## config.mk

```make
export PLATFORM = sky130hd
export DESIGN_NAME = tosup_top
export DESIGN_NICKNAME = d
export VERILOG_FILES = /design/src/hdl/tosup_pkg.sv /design/src/hdl/tosup_counter.sv /design/src/hdl/tosup_rstgen.sv /design/src/hdl/tosup_top.sv
export VERILOG_INCLUDE_DIRS = /design/src /design/src/hdl
export SDC_FILE = /design/constraint.sdc
export NUM_CORES = 1
export LEC_CHECK = 0
export BUFFER_PORTS_ARGS = -buffer_cell sky130_fd_sc_hd__buf_2
export CORE_ASPECT_RATIO = 1.2
export CORE_MARGIN = 3
export CORE_UTILIZATION = 56
export DETAILED_ROUTE_END_ITERATION = 10
export GPL_TIMING_DRIVEN = 0
export PLACE_DENSITY = 0.83
export SLEW_MARGIN = 20
export SYNTH_ARGS = -nofsm -noshare
export SYNTH_HDL_FRONTEND = slang
export SYNTH_HIERARCHICAL = 1
export SYNTH_SLANG_ARGS = --single-unit
export TNS_END_PERCENT = 10
```

## constraint.sdc

```tcl
create_clock -name CLK_SYS -period 2.7 [get_ports CLK_SYS]
set_input_delay 0.54 -clock CLK_SYS [delete_from_list [all_inputs] [get_ports CLK_SYS]]
set_output_delay 0.54 -clock CLK_SYS [all_outputs]
set_load 0.01 [all_outputs]
```

## src/hdl/tosup_cfg.svh

```systemverilog
// Constants for the timeout supervisor: offsets, fields, reset values and counts
`ifndef TOSUP_CFG_SVH
`define TOSUP_CFG_SVH

// ---------------------------------------------------------------------------
// Widths
// ---------------------------------------------------------------------------
`define TOSUP_CNT_W 32
`define TOSUP_LEN_W 8
`define TOSUP_ADDR_W 8
`define TOSUP_DATA_W 32
`define TOSUP_RANGE_W 4

// ---------------------------------------------------------------------------
// Register byte offsets
// ---------------------------------------------------------------------------
`define TOSUP_OFS_CTRL 8'h00
`define TOSUP_OFS_RSTLEN 8'h04
`define TOSUP_OFS_RESTART 8'h08
`define TOSUP_OFS_COUNT 8'h0C
`define TOSUP_OFS_INT_STAT 8'h10
`define TOSUP_OFS_INT_MASK 8'h14
`define TOSUP_OFS_STATE 8'h18

// ---------------------------------------------------------------------------
// Field positions
// ---------------------------------------------------------------------------
`define TOSUP_CTRL_EN_BIT 0
`define TOSUP_CTRL_MODE_BIT 1
`define TOSUP_CTRL_RANGE_LO 4
`define TOSUP_CTRL_RANGE_HI 7
`define TOSUP_INT_FIRST_BIT 0
`define TOSUP_INT_RESET_BIT 1
`define TOSUP_INT_W 2
`define TOSUP_STATE_RST_BIT 0
`define TOSUP_STATE_EN_BIT 1

// ---------------------------------------------------------------------------
// Reset values, keys and the preset shift
// ---------------------------------------------------------------------------
`define TOSUP_CTRL_RST 8'h00
`define TOSUP_RSTLEN_RST 8'h10
`define TOSUP_MASK_RST 2'h0
`define TOSUP_CNT_RST 32'h0000_FFFF
`define TOSUP_RESTART_KEY 8'h76
`define TOSUP_PRESET_SHIFT 6'h10

`endif

```

## src/hdl/tosup_pkg.sv

```systemverilog
// Types shared by the timeout supervisor modules
`default_nettype none
package tosup_pkg;

    // Bus slave handshake states, one-hot
    typedef enum logic [1:0] {
        TOSUP_BUS_IDLE = 2'b01,
        TOSUP_BUS_ACK = 2'b10
    } tosup_bus_state_type;

    // Response on timeout
    typedef enum logic {
        TOSUP_MODE_DIRECT = 1'b0,
        TOSUP_MODE_TWO_STAGE = 1'b1
    } tosup_mode_type;

endpackage : tosup_pkg
`default_nettype wire

```

## src/hdl/tosup_counter.sv

```systemverilog
// Down-counter with a preset chosen from sixteen ranges
`timescale 1ns/1ps
`default_nettype none
`include "tosup_cfg.svh"
module tosup_counter
    import tosup_pkg::*;
#(
    parameter int CNT_W = `TOSUP_CNT_W,
    // Preset exponent base; a lower value shortens every range alike
    parameter int PRE_SHIFT = `TOSUP_PRESET_SHIFT
) (
    input wire logic clk,
    input wire logic arst_n,
    input wire logic enable,
    input wire logic reload,
    input wire logic [`TOSUP_RANGE_W-1:0] range,
    output logic [CNT_W-1:0] count,
    output logic expire
);

    logic [CNT_W-1:0] count_reg;
    logic [CNT_W-1:0] count_next;
    logic expire_reg;
    logic expire_next;

    // Range r gives a preset of 2^(PRE_SHIFT+r)-1 cycles
    function automatic logic [CNT_W-1:0] preset_of(input logic [`TOSUP_RANGE_W-1:0] r);
        logic [CNT_W-1:0] one;
        one = CNT_W'(1);
        preset_of = (one << (PRE_SHIFT + int'(r))) - one;
    endfunction : preset_of

    // Next count: hold preset while off, reload on restart, reload the preset and flag expiry at zero
    always_comb begin
        count_next = count_reg;
        expire_next = 1'b0;
        if (!enable) begin
            count_next = preset_of(range);
        end else if (reload) begin
            count_next = preset_of(range);
        end else if (count_reg == '0) begin
            expire_next = 1'b1;
            count_next = preset_of(range);
        end else begin
            count_next = count_reg - CNT_W'(1);
        end
    end

    // Counted on the bus clock itself, no separate oscillator
    always_ff @(posedge clk or negedge arst_n) begin
        if (!arst_n) begin
            count_reg <= CNT_W'(`TOSUP_CNT_RST);
            expire_reg <= 1'b0;
        end else begin
            count_reg <= count_next;
            expire_reg <= expire_next;
        end
    end

    assign count = count_reg;
    assign expire = expire_reg;

endmodule : tosup_counter
`default_nettype wire

```

## src/hdl/tosup_rstgen.sv

```systemverilog
// Reset pulse generator with programmable length
`timescale 1ns/1ps
`default_nettype none
`include "tosup_cfg.svh"
module tosup_rstgen
    import tosup_pkg::*;
#(
    parameter int LEN_W = `TOSUP_LEN_W
) (
    input wire logic clk,
    input wire logic arst_n,
    input wire logic start,
    input wire logic [LEN_W-1:0] length,
    output logic active
);

    logic active_reg;
    logic active_next;
    logic [LEN_W-1:0] left_reg;
    logic [LEN_W-1:0] left_next;

    // A length of zero still gives one cycle so a reset is never swallowed
    always_comb begin
        active_next = active_reg;
        left_next = left_reg;
        if (!active_reg && start) begin
            active_next = 1'b1;
            left_next = (length == '0) ? LEN_W'(1) : length;
        end else if (active_reg) begin
            if (left_reg <= LEN_W'(1)) begin
                active_next = 1'b0;
            end else begin
                left_next = left_reg - LEN_W'(1);
            end
        end
    end

    // Pulse state
    always_ff @(posedge clk or negedge arst_n) begin
        if (!arst_n) begin
            active_reg <= 1'b0;
            left_reg <= '0;
        end else begin
            active_reg <= active_next;
            left_reg <= left_next;
        end
    end

    assign active = active_reg;

endmodule : tosup_rstgen
`default_nettype wire

```

## src/hdl/tosup_top.sv

```systemverilog
// Timeout supervisor top: Avalon-MM registers, timeout response and interrupt
//
// Notes on behaviour
// - Timeout counter is 32 bits wide and decrements once per counting clock.
// - Counting clock is the bus clock; no separate oscillator.
// - Counter loads a preset, counts down, and zero means timeout.
// - Software selects one of two timeout response modes.
// - Direct mode asserts system reset at expiry without an interrupt; the code sets the reset status bit, which raises IRQ when unmasked.
// - Two-stage mode interrupts first, restarts, resets at second uncleared expiry.
// - Reset output lasts a software-programmed number of clock cycles.
// - Sixteen selectable ranges each give a distinct preset load value.
//
// The implementer's own choices: the register offsets and register access over Avalon-MM.
`timescale 1ns/1ps
`default_nettype none
`include "tosup_cfg.svh"
module tosup_top
    import tosup_pkg::*;
#(
    parameter int CNT_W = `TOSUP_CNT_W,
    parameter int LEN_W = `TOSUP_LEN_W,
    parameter int PRE_SHIFT = `TOSUP_PRESET_SHIFT
) (
    input wire logic CLK_SYS,
    input wire logic ARST_N,
    input wire logic [`TOSUP_ADDR_W-1:0] AVS_ADDRESS,
    input wire logic AVS_READ,
    input wire logic AVS_WRITE,
    input wire logic [`TOSUP_DATA_W-1:0] AVS_WRITEDATA,
    input wire logic [3:0] AVS_BYTEENABLE,
    output logic [`TOSUP_DATA_W-1:0] AVS_READDATA,
    output logic AVS_WAITREQUEST,
    output logic IRQ,
    output logic SYS_RST_REQ
);

    // ------------------------------------------------------------------------
    // Declarations
    // ------------------------------------------------------------------------
    tosup_bus_state_type bus_state_reg;
    tosup_bus_state_type bus_state_next;
    logic [`TOSUP_DATA_W-1:0] rdata_reg;
    logic [`TOSUP_DATA_W-1:0] rdata_next;
    logic wait_reg;
    logic wait_next;

    logic [7:0] ctrl_reg;
    logic [7:0] ctrl_next;
    logic [LEN_W-1:0] rstlen_reg;
    logic [LEN_W-1:0] rstlen_next;
    logic [`TOSUP_INT_W-1:0] stat_reg;
    logic [`TOSUP_INT_W-1:0] stat_next;
    logic [`TOSUP_INT_W-1:0] mask_reg;
    logic [`TOSUP_INT_W-1:0] mask_next;
    logic irq_reg;
    logic irq_next;

    logic commit_wr;
    logic restart_hit;
    logic [`TOSUP_INT_W-1:0] stat_clr;
    logic [`TOSUP_INT_W-1:0] stat_set;
    logic fire_reset;
    logic enable;
    tosup_mode_type mode;
    logic [`TOSUP_RANGE_W-1:0] range;
    logic [CNT_W-1:0] count;
    logic expire;
    logic rst_active;

    // ------------------------------------------------------------------------
    // Helpers
    // ------------------------------------------------------------------------

    // Byte-lane merge so partial writes leave other lanes untouched
    function automatic logic [`TOSUP_DATA_W-1:0] lane_merge(
        input logic [`TOSUP_DATA_W-1:0] old_val,
        input logic [`TOSUP_DATA_W-1:0] new_val,
        input logic [3:0] be
    );
        logic [`TOSUP_DATA_W-1:0] res;
        res = old_val;
        for (int i = 0; i < 4; i++) begin
            if (be[i]) begin
                res[i*8 +: 8] = new_val[i*8 +: 8];
            end
        end
        lane_merge = res;
    endfunction : lane_merge

    // Word-aligned decode of one register offset
    function automatic logic hit(
        input logic [`TOSUP_ADDR_W-1:0] addr,
        input logic [`TOSUP_ADDR_W-1:0] ofs
    );
        hit = (addr[`TOSUP_ADDR_W-1:2] == ofs[`TOSUP_ADDR_W-1:2]);
    endfunction : hit

    // ------------------------------------------------------------------------
    // Configuration fields
    // ------------------------------------------------------------------------

    // Mode bit steers what an expiry does
    assign enable = ctrl_reg[`TOSUP_CTRL_EN_BIT];
    assign mode = tosup_mode_type'(ctrl_reg[`TOSUP_CTRL_MODE_BIT]);
    assign range = ctrl_reg[`TOSUP_CTRL_RANGE_HI:`TOSUP_CTRL_RANGE_LO];

    // ------------------------------------------------------------------------
    // Bus slave handshake
    // ------------------------------------------------------------------------

    // Every access takes one wait cycle; the write lands on the edge where
    // waitrequest is seen low, which is the same edge the master samples it
    assign commit_wr = AVS_WRITE && !wait_reg;

    // Handshake and read data path
    always_comb begin
        bus_state_next = bus_state_reg;
        wait_next = wait_reg;
        rdata_next = rdata_reg;
        case (bus_state_reg)
            TOSUP_BUS_IDLE: begin
                if (AVS_READ || AVS_WRITE) begin
                    bus_state_next = TOSUP_BUS_ACK;
                    wait_next = 1'b0;
                    rdata_next = '0;
                    if (AVS_READ) begin
                        if (hit(AVS_ADDRESS, `TOSUP_OFS_CTRL)) begin
                            rdata_next[7:0] = ctrl_reg;
                        end else if (hit(AVS_ADDRESS, `TOSUP_OFS_RSTLEN)) begin
                            rdata_next[LEN_W-1:0] = rstlen_reg;
                        end else if (hit(AVS_ADDRESS, `TOSUP_OFS_COUNT)) begin
                            rdata_next[CNT_W-1:0] = count;
                        end else if (hit(AVS_ADDRESS, `TOSUP_OFS_INT_STAT)) begin
                            rdata_next[`TOSUP_INT_W-1:0] = stat_reg;
                        end else if (hit(AVS_ADDRESS, `TOSUP_OFS_INT_MASK)) begin
                            rdata_next[`TOSUP_INT_W-1:0] = mask_reg;
                        end else if (hit(AVS_ADDRESS, `TOSUP_OFS_STATE)) begin
                            rdata_next[`TOSUP_STATE_RST_BIT] = rst_active;
                            rdata_next[`TOSUP_STATE_EN_BIT] = enable;
                        end
                    end
                end
            end
            TOSUP_BUS_ACK: begin
                // Back to waiting so the next request gets its own cycle
                bus_state_next = TOSUP_BUS_IDLE;
                wait_next = 1'b1;
            end
            default: begin
                bus_state_next = TOSUP_BUS_IDLE;
                wait_next = 1'b1;
            end
        endcase
    end

    // Handshake registers
    always_ff @(posedge CLK_SYS or negedge ARST_N) begin
        if (!ARST_N) begin
            bus_state_reg <= TOSUP_BUS_IDLE;
            wait_reg <= 1'b1;
            rdata_reg <= '0;
        end else begin
            bus_state_reg <= bus_state_next;
            wait_reg <= wait_next;
            rdata_reg <= rdata_next;
        end
    end

    // ------------------------------------------------------------------------
    // Write decode
    // ------------------------------------------------------------------------

    // A restart needs the key in the low lane so stray writes cannot feed it
    assign restart_hit = commit_wr && hit(AVS_ADDRESS, `TOSUP_OFS_RESTART)
        && AVS_BYTEENABLE[0] && (AVS_WRITEDATA[7:0] == `TOSUP_RESTART_KEY);

    // Write-one-to-clear on the status lane
    always_comb begin
        stat_clr = '0;
        if (commit_wr && hit(AVS_ADDRESS, `TOSUP_OFS_INT_STAT) && AVS_BYTEENABLE[0]) begin
            stat_clr = AVS_WRITEDATA[`TOSUP_INT_W-1:0];
        end
        if (restart_hit) begin
            stat_clr[`TOSUP_INT_FIRST_BIT] = 1'b1;
        end
    end

    // Control, pulse length and mask registers
    always_comb begin
        logic [`TOSUP_DATA_W-1:0] merged;
        merged = '0;
        ctrl_next = ctrl_reg;
        rstlen_next = rstlen_reg;
        mask_next = mask_reg;
        if (commit_wr) begin
            if (hit(AVS_ADDRESS, `TOSUP_OFS_CTRL)) begin
                merged = lane_merge({24'h000000, ctrl_reg}, AVS_WRITEDATA, AVS_BYTEENABLE);
                ctrl_next = merged[7:0];
            end else if (hit(AVS_ADDRESS, `TOSUP_OFS_RSTLEN)) begin
                merged = lane_merge({{(`TOSUP_DATA_W-LEN_W){1'b0}}, rstlen_reg}, AVS_WRITEDATA, AVS_BYTEENABLE);
                rstlen_next = merged[LEN_W-1:0];
            end else if (hit(AVS_ADDRESS, `TOSUP_OFS_INT_MASK)) begin
                merged = lane_merge({{(`TOSUP_DATA_W-`TOSUP_INT_W){1'b0}}, mask_reg}, AVS_WRITEDATA,
                    AVS_BYTEENABLE);
                mask_next = merged[`TOSUP_INT_W-1:0];
            end
        end
    end

    // ------------------------------------------------------------------------
    // Timeout response
    // ------------------------------------------------------------------------

    // Direct mode resets at once; two-stage only when the first flag is
    // still pending. The flag is read before this cycle's clear so a clear
    // racing the second expiry is too late to save the system.
    always_comb begin
        stat_set = '0;
        fire_reset = 1'b0;
        if (expire && enable) begin
            if (mode == TOSUP_MODE_DIRECT) begin
                fire_reset = 1'b1;
            end else if (stat_reg[`TOSUP_INT_FIRST_BIT]) begin
                fire_reset = 1'b1;
            end else begin
                stat_set[`TOSUP_INT_FIRST_BIT] = 1'b1;
            end
        end
        if (fire_reset) begin
            stat_set[`TOSUP_INT_RESET_BIT] = 1'b1;
        end
    end

    // Sticky status: a set in the same cycle as a clear wins
    always_comb begin
        stat_next = (stat_reg & ~stat_clr) | stat_set;
        irq_next = |(stat_next & mask_next);
    end

    // Configuration and status registers
    always_ff @(posedge CLK_SYS or negedge ARST_N) begin
        if (!ARST_N) begin
            ctrl_reg <= `TOSUP_CTRL_RST;
            rstlen_reg <= LEN_W'(`TOSUP_RSTLEN_RST);
            stat_reg <= '0;
            mask_reg <= `TOSUP_MASK_RST;
            irq_reg <= 1'b0;
        end else begin
            ctrl_reg <= ctrl_next;
            rstlen_reg <= rstlen_next;
            stat_reg <= stat_next;
            mask_reg <= mask_next;
            irq_reg <= irq_next;
        end
    end

    // ------------------------------------------------------------------------
    // Counter and reset pulse
    // ------------------------------------------------------------------------

    // Counting on CLK_SYS; a restart reloads the selected preset
    tosup_counter #(
        .CNT_W(CNT_W),
        .PRE_SHIFT(PRE_SHIFT)
    ) u_counter (
        .clk(CLK_SYS),
        .arst_n(ARST_N),
        .enable(enable),
        .reload(restart_hit),
        .range(range),
        .count(count),
        .expire(expire)
    );

    // Pulse length is taken when the pulse starts; later writes do not stretch it
    tosup_rstgen #(
        .LEN_W(LEN_W)
    ) u_rstgen (
        .clk(CLK_SYS),
        .arst_n(ARST_N),
        .start(fire_reset),
        .length(rstlen_reg),
        .active(rst_active)
    );

    // ------------------------------------------------------------------------
    // Outputs
    // ------------------------------------------------------------------------

    // All driven from flip-flops
    assign AVS_READDATA = rdata_reg;
    assign AVS_WAITREQUEST = wait_reg;
    assign IRQ = irq_reg;
    assign SYS_RST_REQ = rst_active;

endmodule : tosup_top
`default_nettype wire

```

Word level (Yosys, flattened, before mapping) --
Cells that the tools add are included.
Word-level totals: bits in registers 98, bits of input ports 48, output and inout bits 35, word-level logic and storage cells 94
Cells by class: $add $sub $neg 4, $lt $le $gt $ge 1, equal/unequal tests 10, shift-type cells 1, multiplexer cells 41, bitwise logic cells 5, reductions and logical operators 20
Operators by type and width (count):
- $mux 32 | 4
- $sub 32x1->32 const B | 2
- $mux 24 | 2
- $mux 8 | 6
- $logic_not 32->1 | 1
- $shl 1x32->32 const A | 1
- $mux 30 | 1
- $mux 2 | 12
- $eq 6x3->1 const B | 3
- $mux 1 | 16
- $eq 6x2->1 const B | 2
- $eq 8x7->1 const B | 1
- $le 8x1->1 const B | 1
- $logic_and 1x1->1 | 8
- $logic_not 8->1 | 1
- $sub 8x1->8 const B | 1
- $add 5x4->6 const A | 1
- $eq 6x1->1 const B | 1
- $logic_not 6->1 | 1
- $and 2x2->2 | 2
- $reduce_and 2->1 | 2
- $reduce_and 4->1 | 1
- $reduce_and 3->1 | 1
- $eq 2x1->1 const B | 1
- 9 further kinds | 10

Longest topological paths before layout --
Gate-level depths: netlist of run 1.
depth in word-level cells 11, gate-level depth with buffers 8, mapped depth without buffers 7

Cells and area by module --
Netlist of run 1, hierarchy kept.
Modules (own cells, without submodules):
- tosup_top | instances 1, cells each 202, area each 2379.8 µm², seq. area each 1378.8 µm²
- tosup_counter | instances 1, cells each 183, area each 1881.8 µm², seq. area each 845.8 µm²
- tosup_rstgen | instances 1, cells each 65, area each 608.1 µm², seq. area each 225.2 µm²

Worst setup path after synthesis of run 1 --
No wires, ideal clock.
path kind input -> register, start point input AVS_ADDRESS[4], end point register u_counter.count_reg[22] (netlist: u_counter/count[22]), setup time 0.137 ns, data arrival time 1.878 ns, data required time 2.563 ns, setup slack 0.686 ns, stages on the path 8, buffers on the path 1, cells stage by stage nor4_2 > nand3_1 > nor4_1 > nor2b_1 > o31a_1 > buf_6 > a211oi_1 > a21oi_1
Between the ends: cells in the longest elaborated chain, start to end 6
RTL lines:
- start, declared | line tosup_top.sv:26 | input wire logic [`TOSUP_ADDR_W-1:0] AVS_ADDRESS,
- $eq 6x2->1 | line tosup_top.sv:95 | hit = (addr[`TOSUP_ADDR_W-1:2] == ofs[`TOSUP_ADDR_W-1:2]);
- $logic_and 1x1->1 (3 in a row) | line tosup_top.sv:174 | assign restart_hit = commit_wr && hit(AVS_ADDRESS, `TOSUP_OFS_RESTART)
- named net restart_hit | line tosup_top.sv:59 | logic restart_hit;
- $mux 32 | line tosup_counter.sv:39 | end else if (reload) begin
- $mux 32 | line tosup_counter.sv:37 | if (!enable) begin
- named net u_counter.count_next[22] | line tosup_counter.sv:22 | logic [CNT_W-1:0] count_next;
- end signal, assigned | line tosup_counter.sv:52 | count_reg <= CNT_W'(`TOSUP_CNT_RST);
- end signal, assigned | line tosup_counter.sv:55 | count_reg <= count_next;
- end, declared | line tosup_counter.sv:21 | logic [CNT_W-1:0] count_reg;
The timed path passes the listed nets, and every way through them passes these cells. A chain may end at the register's enable or synchronous reset.

Final worst setup path of run 1 --
start point register u_counter.count_reg[18] (netlist: u_counter/count[18]), end point register u_counter.count_reg[22] (netlist: u_counter/count[22])
Between the ends: cells in the longest elaborated chain, start to end 4, elaborated cells between the ends (all ways) 5, those cells by class add/sub: 1; mux: 3; reduce/logical: 1
RTL lines:
- $sub 32x1->32 / $logic_not 32->1 (equally long branches) | line tosup_counter.sv:45, tosup_counter.sv:41
- $mux 32 * | line tosup_counter.sv:41 | end else if (count_reg == '0) begin
- $mux 32 * | line tosup_counter.sv:39
- $mux 32 * | line tosup_counter.sv:37
- named net u_counter.count_next[22] | line tosup_counter.sv:22
Mark *: on every way through the listed nets, which the timed path passes. The rest lies on a longest branch.

==> results.json, run 1 <==
{
  "status": "finished, final reports clean",
  "path_clk_slew_ns": 0.09,
  "r2r_start": "u_counter/count[18]",
  "cts_resized": 0,
  "power_density_nw_per_um2": 521,
  "nNetsFinal": 567,
  "cpPeakStageDelay_ns": 0.49,
  "critPathSlowestCell": "nor4_2",
  "fin_setup_tns_ns": 0,
  "cts_max_level": 3,
  "grt_pass1_wl_mm": 18.3,
  "worstReg2RegEnd": "u_counter/count[22]",
  "switching_share_pct": 26.7,
  "cts_hold_buf": 0,
  "fmax_mhz": 412,
  "hold-worst-slack_ns": 0.0365,
  "synth_seq_cells": 97,
  "ys_dominant_reg_cell": "dfrtp_1",
  "antenna_found_initial": 0,
  "maxCapViolCount": 0,
  "intPower_mw": 2.10,
  "dr_wl_met3_um": 558,
  "setup_ws_ns": 0.272,
  "synthDistinctLibCells": 64,
  "syn_nets": 502,
  "reg2reg_depth": 6,
  "clk_latency_ns": 0.35,
  "clock_skew_ns": 0.0109,
  "avgSynthCellArea_um2": 10.8,
  "period_needed_ns": 2.43,
  "avgRoutedWirePerCell_um": 17.4,
  "cp-startpoint": "u_counter/count[18]",
  "vias": 3884,
  "cts_setup_buffers": 0,
  "track_usage_pct": 23.1,
  "routed_wl_mm": 11.0,
  "first_iter_violations": 203,
  "regToRegSetupSlack_ns": 0.27,
  "netlist_instances": 450,
  "total_power_mw": 2.86,
  "port_buffers": 53,
  "grt_start_max_net_pins": 72,
  "crit_arrival_ns": 2.65,
  "slew_headroom_pct": 50.8,
  "gp_congestion": 0.910,
  "drive_above_1_share_pct": 25.8,
  "initial_core_util_pct": 58.8,
  "ir_drop_mv": 0.287,
  "die_area_um2": 9860,
  "core-area_um2": 8290,
  "grt-ovfl-total": 0,
  "grt_pass1_vias": 3759,
  "io_pins": 83,
  "cts.sinks": 97,
  "die_w_um": 91.1,
  "postSynth.asyncResetShare_pct": 100,
  "n_antenna_cell": 0,
  "numCtsBuffers": 9,
  "synth_edf_count": 0,
  "min_path_type": "in2async",
  "finalHoldViolCount": 0,
  "cp-end-kind": "flop",
  "worst_ep_required_time_ns": 2.92,
  "dp_hpwl_mm": 8.12,
  "avgViaCountPerCell": 6.13,
  "critical_path_peak_fanout": 10,
  "seqPwrFrac_pct": 55.3,
  "rows": 36,
  "dieHeight_um": 108,
  "yosysWarnings": 6,
  "finalMaxSlewViolations": 0,
  "path_class": "reg2reg",
  "setup_viol": 0,
  "final_cell_count_no_fill": 634,
  "drc": 0,
  "m1WireLength_mm": 4.66,
  "top_layer_used": "met4",
  "p_comb_share_pct": 12.1,
  "finalCritPeriodShare_pct": 89.9,
  "postRouteAntennaNets": 0,
  "drt_pass1_iterations": 5,
  "rsz0062_at_grt": "no",
  "wl_met2_mm": 5.60,
  "crit_path_cell_trace": "nor4_2, nand4_2, o31a_1, buf_6, a211oi_1, a21oi_1",
  "worstMarginPinSlew_ns": 0.738,
  "netlist_area_um2": 4870,
  "leakagePower_nw": 2.52,
  "startpoint_type": "flop",
  "cts_tree": "done",
  "endpoint": "u_counter/count[22]",
  "yosysSeqAreaShare_pct": 50.3,
  "area_growth_syn_to_layout_pct": 13.0,
  "placedCellCount": 618,
  "switchingPower_uw": 765,
  "dp_slack_ns": 0.115,
  "cts_buffer_depth": 2,
  "power.share.clock_pct": 32.6,
  "ctsRootBufferMaster": "clkbuf_8"
}
==> cell type report <==
class | instances | area, um^2
timing repair buffer | 54 | 299
tap | 114 | 143
multi-input combinational | 322 | 2260
clock inverter | 2 | 38.8
fill | 683 | 2790
buffer | 20 | 119
inverter | 11 | 41.3
clock buffer | 14 | 153
sequential | 97 | 2450
==> how the worst min path moves through the flow <==
stage	to	slack (ns)
after floorplan	AVS_READDATA[0]	0.24
after global placement	u_counter/count[0]	0.47
after detailed placement	AVS_READDATA[9]	0.42
after CTS	AVS_READDATA[9]	0.03
after global routing	AVS_READDATA[9]	0.03
final	AVS_READDATA[9]	0.04
==> power groups by stage <==
stage | Sequential, mW | Clock (mW) | Combinational (mW)
final | 1.58 | 0.935 | 0.346
after global routing | 1.59 | 1.01 | 0.386
after CTS | 1.58 | 0.948 | 0.347
after detailed placement | 1.61 | 0 | 0.346
after global placement | 1.61 | 0 | 0.329
after floorplan | 1.61 | 0 | 0.197
==> worst max-delay path, delay by kind of cell (launching register included) <==
family	cells	cell delay (ns)
flip-flops	1	0.43
AND/OR/NAND/NOR	2	0.87
buffers and inverters	1	0.18
AO/OA/AOI/OAI	3	0.82
==> placed cells by master, fill, tap and decap left out, types with 5 or more instances in the layout <==
| cell type | netlist | layout |
|---|---|---|
| nor3_1 | 17 | 17 |
| buf_6 | 5 | 6 |
| o211ai_1 | 7 | 7 |
| o21ai_0 | 12 | 12 |
| mux2_2 | 16 | 16 |
| nor4_1 | 13 | 13 |
| dfstp_2 | 18 | 18 |
| o31ai_1 | 12 | 12 |
| mux2i_1 | 9 | 9 |
| clkbuf_1 | 10 | 14 |
| dfrtp_1 | 79 | 79 |
| nor2_1 | 22 | 22 |
| nand2b_1 | 8 | 8 |
| a22o_1 | 24 | 24 |
| a211oi_1 | 5 | 5 |
| a21oi_1 | 14 | 14 |
| clkbuf_8 | 0 | 10 |
| nand3_1 | 14 | 14 |
| nand2_1 | 44 | 44 |
| or3_1 | 5 | 5 |
| buf_2 | 5 | 57 |
| nor2b_1 | 6 | 6 |
| inv_1 | 11 | 11 |
| xnor2_1 | 20 | 20 |
==> synthesized netlist by cell type, drive strengths merged, types with 9 or more instances <==
| master | number | area share, % |
|---|---|---|
| dfrtp | 79 | 41 |
| nand2 | 45 | 3.5 |
| a22o | 24 | 4.3 |
| nor2 | 22 | 1.7 |
| xnor2 | 20 | 3.6 |
| nor3 | 19 | 2.2 |
| dfstp | 18 | 9.7 |
| nor4 | 18 | 3.3 |
| a21oi | 16 | 1.8 |
| mux2 | 16 | 3.7 |
| nand3 | 14 | 1.4 |
| o21ai | 13 | 1.3 |
| o31ai | 12 | 1.9 |
| inv | 11 | 0.85 |
| buf | 10 | 1.7 |
| clkbuf | 10 | 0.77 |
| mux2i | 9 | 1.9 |
==> per-layer routing <==
metal	vias to the layer above	global-route usage [%]
li1	1816	-
met1	1925	28.9
met2	124	40.0
met3	19	4.80
met4	0	8.08
met5	-	0
==> logic make-up (layout without fill, tap and decap cells) <==
group                      after synthesis  count (layout)  share of synthesized area (%)
AOI/OAI and AO/OA                      104             104                           15.9
xor gates and xnor gates                23              23                           4.14
adders and majority gates                4               4                           1.03
buffers and inverters                   31             101                           3.29
DFF                                     97              97                           50.3
muxes                                   25              25                           5.55
and+or+nand+nor                        166             166                           19.8
==> per-stage QoR <==
step                      instance area, um^2  utilization (%)
after floorplan                          4870                -
after global placement                   5280             63.7
after detailed placement                 5310             64.1
after CTS                                5500             66.4
after global routing                     5500             66.4
final                                    5500             66.4
No activity file was read; power rests on OpenSTA's default activity.
==> run 2: changes to the inputs <==
--- a/config.mk
+++ b/config.mk
@@ -6,10 +6,11 @@
 export SDC_FILE = /design/constraint.sdc
 export NUM_CORES = 1
 export LEC_CHECK = 0
+export ABC_AREA = 1
 export BUFFER_PORTS_ARGS = -buffer_cell sky130_fd_sc_hd__buf_2
 export CORE_ASPECT_RATIO = 1.2
 export CORE_MARGIN = 3
-export CORE_UTILIZATION = 56
+export CORE_UTILIZATION = 57
 export DETAILED_ROUTE_END_ITERATION = 10
 export GPL_TIMING_DRIVEN = 0
 export PLACE_DENSITY = 0.83
==> results.json, run 2 <==
{
  "drive_above_1_share_pct": 19.1,
  "fin_setup_tns_ns": 0,
  "placedCellCount": 862,
  "finalMaxSlewViolations": 0,
  "first_iter_violations": 316,
  "synth_compound_area_share_pct": 9.55,
  "cpPeakStageDelay_ns": 0.38,
  "area_growth_syn_to_layout_pct": 12.1,
  "crit_buf_inv": 4,
  "synth_fa_ha_area_share_pct": 0.922,
  "cts_buffer_depth": 2,
  "yosysSeqAreaShare_pct": 45.1,
  "antenna_found_initial": 0,
  "p_comb_share_pct": 16.6,
  "synthSimpleGateAreaFrac_pct": 35.8,
  "worst_ep_required_time_ns": 2.97,
  "startpoint_type": "flop",
  "final_cell_count_no_fill": 878,
  "switching_share_pct": 30.5,
  "avgRoutedWirePerCell_um": 16.1,
  "grt_start_max_net_pins": 65,
  "worstMarginPinSlew_ns": 0.482,
  "min_path_type": "in2async",
  "reg2reg_depth": 11,
  "rsz0062_at_grt": "no",
  "path_clk_slew_ns": 0.10,
  "synth.most_common_cell": "nand2_1",
  "status": "finished, final reports clean",
  "yosysWarnings": 6,
  "cts.sinks": 97,
  "synth.top_cell.area_share_pct": 36.4,
  "grt_pass1_wl_mm": 23.4,
  "die_area_um2": 10700,
  "crit_family": "simple AND/OR/NAND/NOR gates",
  "final_common_cell": "nand2_1",
  "io_pins": 83,
  "rows": 38,
  "ys_dominant_reg_cell": "dfrtp_1",
  "netlist_area_um2": 5430,
  "setup_viol": 0,
  "cts_max_level": 3,
  "crit_arrival_ns": 2.21,
  "synth_xor_area_share_pct": 1.13,
  "postRouteAntennaNets": 0,
  "critical_path_peak_fanout": 10,
  "path_depth": 11,
  "maxCapViolCount": 0,
  "postSynth.asyncResetShare_pct": 100,
  "dieHeight_um": 113,
  "fill_cells": 797,
  "leakagePower_nw": 3.17,
  "intPower_mw": 2.13,
  "synthDistinctLibCells": 37,
  "synth_seq_cells": 97,
  "cp-end-kind": "flop",
  "synth_common_cells": "nand2_1, nor2_1, dfrtp_1",
  "ctsRootBufferMaster": "clkbuf_8",
  "grt_pass1_vias": 4811,
  "yosys-mux-area-fraction_pct": 0,
  "finalCritPeriodShare_pct": 71.9,
  "path_class": "reg2reg",
  "power.share.clock_pct": 32.0,
  "avgViaCountPerCell": 5.62,
  "initial_core_util_pct": 59.1,
  "cp_common_cell": "inv_1",
  "slew_headroom_pct": 67.6,
  "avgSynthCellArea_um2": 7.89,
  "nNetsFinal": 805,
  "layout_common_cells": "nand2_1, nor2_1, dfrtp_1, nand3_1, inv_1",
  "drc": 0,
  "core-area_um2": 9180,
  "synthTopCellsByArea": "dfrtp_1, nand2_1, dfstp_2, nand3_1, nor2_1",
  "synth_edf_count": 0,
  "yosys.area.top_type": "dfrtp_1",
  "switchingPower_uw": 934,
  "power_density_nw_per_um2": 503,
  "track_usage_pct": 28.1,
  "critPathSlowestCell": "dfstp_2",
  "cts_setup_buffers": 0,
  "drt_pass1_iterations": 5,
  "synth_top_family_by_area": "simple AND/OR/NAND/NOR gates",
  "crit_path_cell_trace": "inv_1, nand2_1, nor2_4, inv_1, nor4_1, nor2_1, inv_1, nor2_2, buf_4, nand3_1, nand2_1",
  "setup_ws_ns": 0.760,
  "cts_tree": "done",
  "cts_resized": 0,
  "port_buffers": 53,
  "cts_hold_buf": 0,
  "clock_skew_ns": 0.0164,
  "dp_hpwl_mm": 11.0,
  "vias": 4934,
  "dpl-instance-area_um2": 5880,
  "netlist_instances": 688,
  "die_w_um": 95.1,
  "period_needed_ns": 1.94,
  "numCtsBuffers": 9,
  "n_antenna_cell": 0,
  "dp_slack_ns": 0.576,
  "total_power_mw": 3.06,
  "gp_congestion": 0.928,
  "fmax_mhz": 515,
  "seqPwrFrac_pct": 51.4,
  "finalHoldViolCount": 0,
  "clk_latency_ns": 0.38,
  "stdcell_area_um2": 6080,
  "ir_drop_mv": 0.255,
  "routed_wl_mm": 14.2,
  "grt-ovfl-total": 0,
  "syn_nets": 740
}
==> run 2: cell types whose count changed after synthesis, sizes merged, moves of 16 or more <==
| cell | before | now |
|---|---|---|
| nand3 | 14 | 77 |
| o21ai | 13 | 33 |
| nor2 | 22 | 114 |
| nor4 | 18 | 1 |
| nand2 | 45 | 196 |
| inv | 11 | 73 |
| a32o | 0 | 23 |
| a22o | 24 | 0 |
| xnor2 | 20 | 3 |
| mux2 | 16 | 0 |
==> run 2: power groups by stage <==
stage | logic, mW | clock network, mW | registers, mW
after floorplan | 0.323 | 0 | 1.59
after global placement | 0.486 | 0 | 1.60
after detailed placement | 0.507 | 0 | 1.60
after CTS | 0.509 | 0.996 | 1.57
after global routing | 0.568 | 1.06 | 1.58
final | 0.507 | 0.980 | 1.57
==> run 2: through the flow <==
stage / utilization [%] / hold WS [ns]
floorplan: - / 0.244
global placement: 63.7 / 0.448
detailed placement: 64.0 / 0.451
CTS: 66.3 / 0.0451
global route: 66.3 / 0.0579
finish: 66.3 / 0.0434
==> run 2: final timing paths <==
check | start | endpoint | slack [ns]
setup / recovery | bus_state_reg[0] | u_counter/count[30] | 0.76
hold / removal | ARST_N | u_rstgen/left_reg[7] | 0.04
setup reg to reg | bus_state_reg[0] | u_counter/count[30] | 0.76
hold reg to reg | u_counter/count[0] | u_counter/count[0] | 0.48
max in group asynchronous | ARST_N | u_counter/count[12] | 1.99
min in group CLK_SYS | AVS_READ | AVS_READDATA[25] | 0.43
==> run 2: cells by family (layout without fill, tap and decap cells) <==
| kind of cell | count (synthesis) | after routing |
|---|---|---|
| AND/OR/NAND/NOR | 417 | 417 |
| XOR/XNOR | 7 | 7 |
| flip-flops | 97 | 97 |
| adder cells (fa/ha/maj) | 4 | 4 |
| AO/OA/AOI/OAI | 71 | 71 |
| buffers and inverters | 92 | 162 |
==> run 2: worst register-to-register path, stage by stage (launching register included) <==
cell     delay, ns
dfstp_2       0.38
inv_1         0.06
nand2_1       0.08
nor2_4        0.30
inv_1         0.08
nor4_1        0.27
nor2_1        0.16
inv_1         0.11
nor2_2        0.06
buf_4         0.18
nand3_1       0.09
nand2_1       0.05
==> run 2: layout make-up <==
class                      count  area (um^2)  area share (%)
buffer                        18          124            2.04
inverter                      74          282            4.63
sequential                    97         2450            40.3
multi-input combinational    499         2570            42.3
clock buffer                  11          141            2.33
clock inverter                 5         63.8            1.05
tap                          120          150            2.47
timing repair buffer          54          299            4.92
==> run 2: routing by layer <==
metal  vias to the layer above  global-route usage [%]  wire, um
li1                       2390                       -         -
met1                      2376                    37.8      6280
met2                       139                    45.1      6840
met3                        29                    3.92       658
met4                         0                    12.5       388
met5                         -                       0         0
==> run 3: changes to the inputs <==
--- a/config.mk
+++ b/config.mk
@@ -6,14 +6,14 @@
 export SDC_FILE = /design/constraint.sdc
 export NUM_CORES = 1
 export LEC_CHECK = 0
-export ABC_AREA = 1
+export ABC_AREA = 0
 export BUFFER_PORTS_ARGS = -buffer_cell sky130_fd_sc_hd__buf_2
 export CORE_ASPECT_RATIO = 1.2
 export CORE_MARGIN = 3
-export CORE_UTILIZATION = 57
+export CORE_UTILIZATION = 51
 export DETAILED_ROUTE_END_ITERATION = 10
 export GPL_TIMING_DRIVEN = 0
-export PLACE_DENSITY = 0.83
+export PLACE_DENSITY = 0.79
 export SLEW_MARGIN = 20
 export SYNTH_ARGS = -nofsm -noshare
 export SYNTH_HDL_FRONTEND = slang
==> constraint.sdc (replaced) <==
create_clock -name CLK_SYS -period 1.6 [get_ports CLK_SYS]
set_input_delay 0.32 -clock CLK_SYS [delete_from_list [all_inputs] [get_ports CLK_SYS]]
set_output_delay 0.32 -clock CLK_SYS [all_outputs]
set_load 0.01 [all_outputs]
==> results.json, run 3 (synthesis gave the netlist of run 1 again) <==
{
  "m1WireLength_mm": 5.11,
  "total_power_mw": 5.20,
  "first_iter_violations": 278,
  "layout_common_cells": "dfrtp_1, buf_2, nand2_1, buf_4, a22o_1",
  "maxCapViolCount": 0,
  "path_clk_slew_ns": 0.10,
  "cpPeakStageDelay_ns": 0.40,
  "crit_family": "simple AND/OR/NAND/NOR gates",
  "io_pins": 83,
  "ir_drop_mv": 0.481,
  "final_common_cell": "dfrtp_1",
  "postRouteAntennaNets": 0,
  "setup_viol": 38,
  "crit_arrival_ns": 2.20,
  "period_needed_ns": 1.96,
  "rsz0062_at_grt": "yes",
  "drive_above_1_share_pct": 37.4,
  "port_buffers": 53,
  "crit_buf_inv": 2,
  "core-area_um2": 9180,
  "violations": "setup timing",
  "track_usage_pct": 23.8,
  "gp_congestion": 0.936,
  "cts_tree": "done",
  "critPathSlowestCell": "dfstp_2",
  "critical_path_peak_fanout": 6,
  "vias": 4189,
  "die_area_um2": 10800,
  "grt_pass1_vias": 4039,
  "finalHoldViolCount": 0,
  "switching_share_pct": 27.6,
  "p_comb_share_pct": 13.4,
  "intPower_mw": 3.76,
  "grt_start_max_net_pins": 73,
  "cts_max_level": 3,
  "antenna_found_initial": 0,
  "drc": 0,
  "finalMaxSlewViolations": 0,
  "n_antenna_cell": 0,
  "finalCritPeriodShare_pct": 122,
  "cts.sinks": 97,
  "routed_wl_mm": 12.6,
  "rows": 38,
  "die_w_um": 95.2,
  "path_class": "reg2reg",
  "dp_slack_ns": -0.730,
  "wl_met2_mm": 6.31,
  "worstMarginPinSlew_ns": 0.654,
  "drt_pass1_iterations": 5,
  "crit_path_cell_trace": "nor4_4, buf_4, buf_4, nand2_1, nor4_4, mux2i_1, o22ai_1",
  "status": "finished with violations",
  "ctsRootBufferMaster": "clkbuf_8",
  "area_growth_syn_to_layout_pct": 24.6,
  "avgRoutedWirePerCell_um": 19.0,
  "clock_skew_ns": 0.0164,
  "dp_hpwl_mm": 8.16,
  "clk_latency_ns": 0.38,
  "cp-end-kind": "flop",
  "startpoint_type": "flop",
  "fmax_mhz": 511,
  "leakagePower_nw": 2.77,
  "nNetsFinal": 593,
  "grt-ovfl-total": 0,
  "power.share.clock_pct": 34.6,
  "worst_ep_required_time_ns": 1.84,
  "dieHeight_um": 113,
  "avgViaCountPerCell": 6.29,
  "cts_buffer_depth": 2,
  "power_density_nw_per_um2": 857,
  "numCtsBuffers": 9,
  "dr_wl_met3_um": 881,
  "seqPwrFrac_pct": 51.9,
  "min_path_type": "in2reg",
  "slew_headroom_pct": 55.8,
  "top_layer_used": "met4",
  "initial_core_util_pct": 53.1,
  "switchingPower_mw": 1.43,
  "setup_ws_ns": -0.356,
  "grt_pass1_wl_mm": 20.2
}
-- run 3: changes by cell type in the layout (fill, tap and decap cells not counted), sizes merged, moves of 22 or more --
cell / before / now
a22o: 0 / 24
inv: 74 / 11
nor2: 114 / 22
nand2: 196 / 45
a32o: 23 / 0
buf: 69 / 91
nand3: 77 / 14
-- run 3: worst reg2reg max path, stage by stage, from the launching register on --
cell     delay, ns
dfstp_2       0.40
nor4_4        0.23
buf_4         0.16
buf_4         0.11
nand2_1       0.20
nor4_4        0.36
mux2i_1       0.24
o22ai_1       0.12
-- run 3: through the flow --
stage / hold slack [ns] / TNS [ns] / utilization, % / cells / area, um^2
3_3_place_gp: 0.478 / -90.42 / 57.9 / 623 / 5310
6_report: 0.212 / -9.17 / 66.1 / 666 / 6070
3_5_place_dp: 0.202 / -35.64 / 58.3 / 624 / 5350
4_1_cts: 0.208 / -9.25 / 64.2 / 659 / 5890
2_1_floorplan: 0.0244 / -6.00 / - / 450 / 4900
5_1_grt: 0.213 / -12.40 / 66.1 / 666 / 6070
-- run 3: routing by layer --
| layer | up-vias | global-route usage [%] |
|---|---|---|
| met5 | - | 0 |
| met4 | 0 | 9.53 |
| met3 | 48 | 4.99 |
| met2 | 216 | 38.8 |
| met1 | 2070 | 30.9 |
| li1 | 1855 | - |
-- run 3: cell type report --
type / instances / area [um^2]
plain buffers: 19 / 156
clock buffers: 11 / 141
clock inverters: 5 / 80.1
fillers: 687 / 3110
inverters: 11 / 41.3
multi-input cells: 322 / 2520
flip-flops and latches: 97 / 2450
well taps: 120 / 150
repair buffers: 81 / 519
-- run 3: power groups by stage --
stage	Sequential (mW)	Clock (mW)	Combinational, mW
3_5_place_dp	2.73	0	0.593
2_1_floorplan	2.72	0	0.338
4_1_cts	2.70	1.81	0.656
6_report	2.70	1.80	0.698
3_3_place_gp	2.72	0	0.568
5_1_grt	2.72	1.91	0.762
-- run 3: final timing paths --
check	start	cells past startpoint	to	slack [ns]
worst max-delay path	u_counter/count[7]	7	u_counter/count[30]	-0.36
max in group asynchronous	ARST_N	3	rstlen_reg[4]	0.56
min in group asynchronous	ARST_N	2	AVS_READDATA[9]	0.36
worst max register to register	u_counter/count[7]	7	u_counter/count[30]	-0.36
worst min register to register	AVS_READDATA[4]	2	AVS_READDATA[4]	0.51
worst min-delay path	AVS_WRITEDATA[3]	2	rstlen_reg[3]	0.21
-- run 3: repair_timing --
action	4_1_cts	5_1_grt
gates cloned	1	0
pin swaps	15	8
endpoints found under the hold margin	16	0
gates resized for setup	41	34
hold buffers	1	0
endpoints found under the setup margin	70	73
buffers inserted	19	7
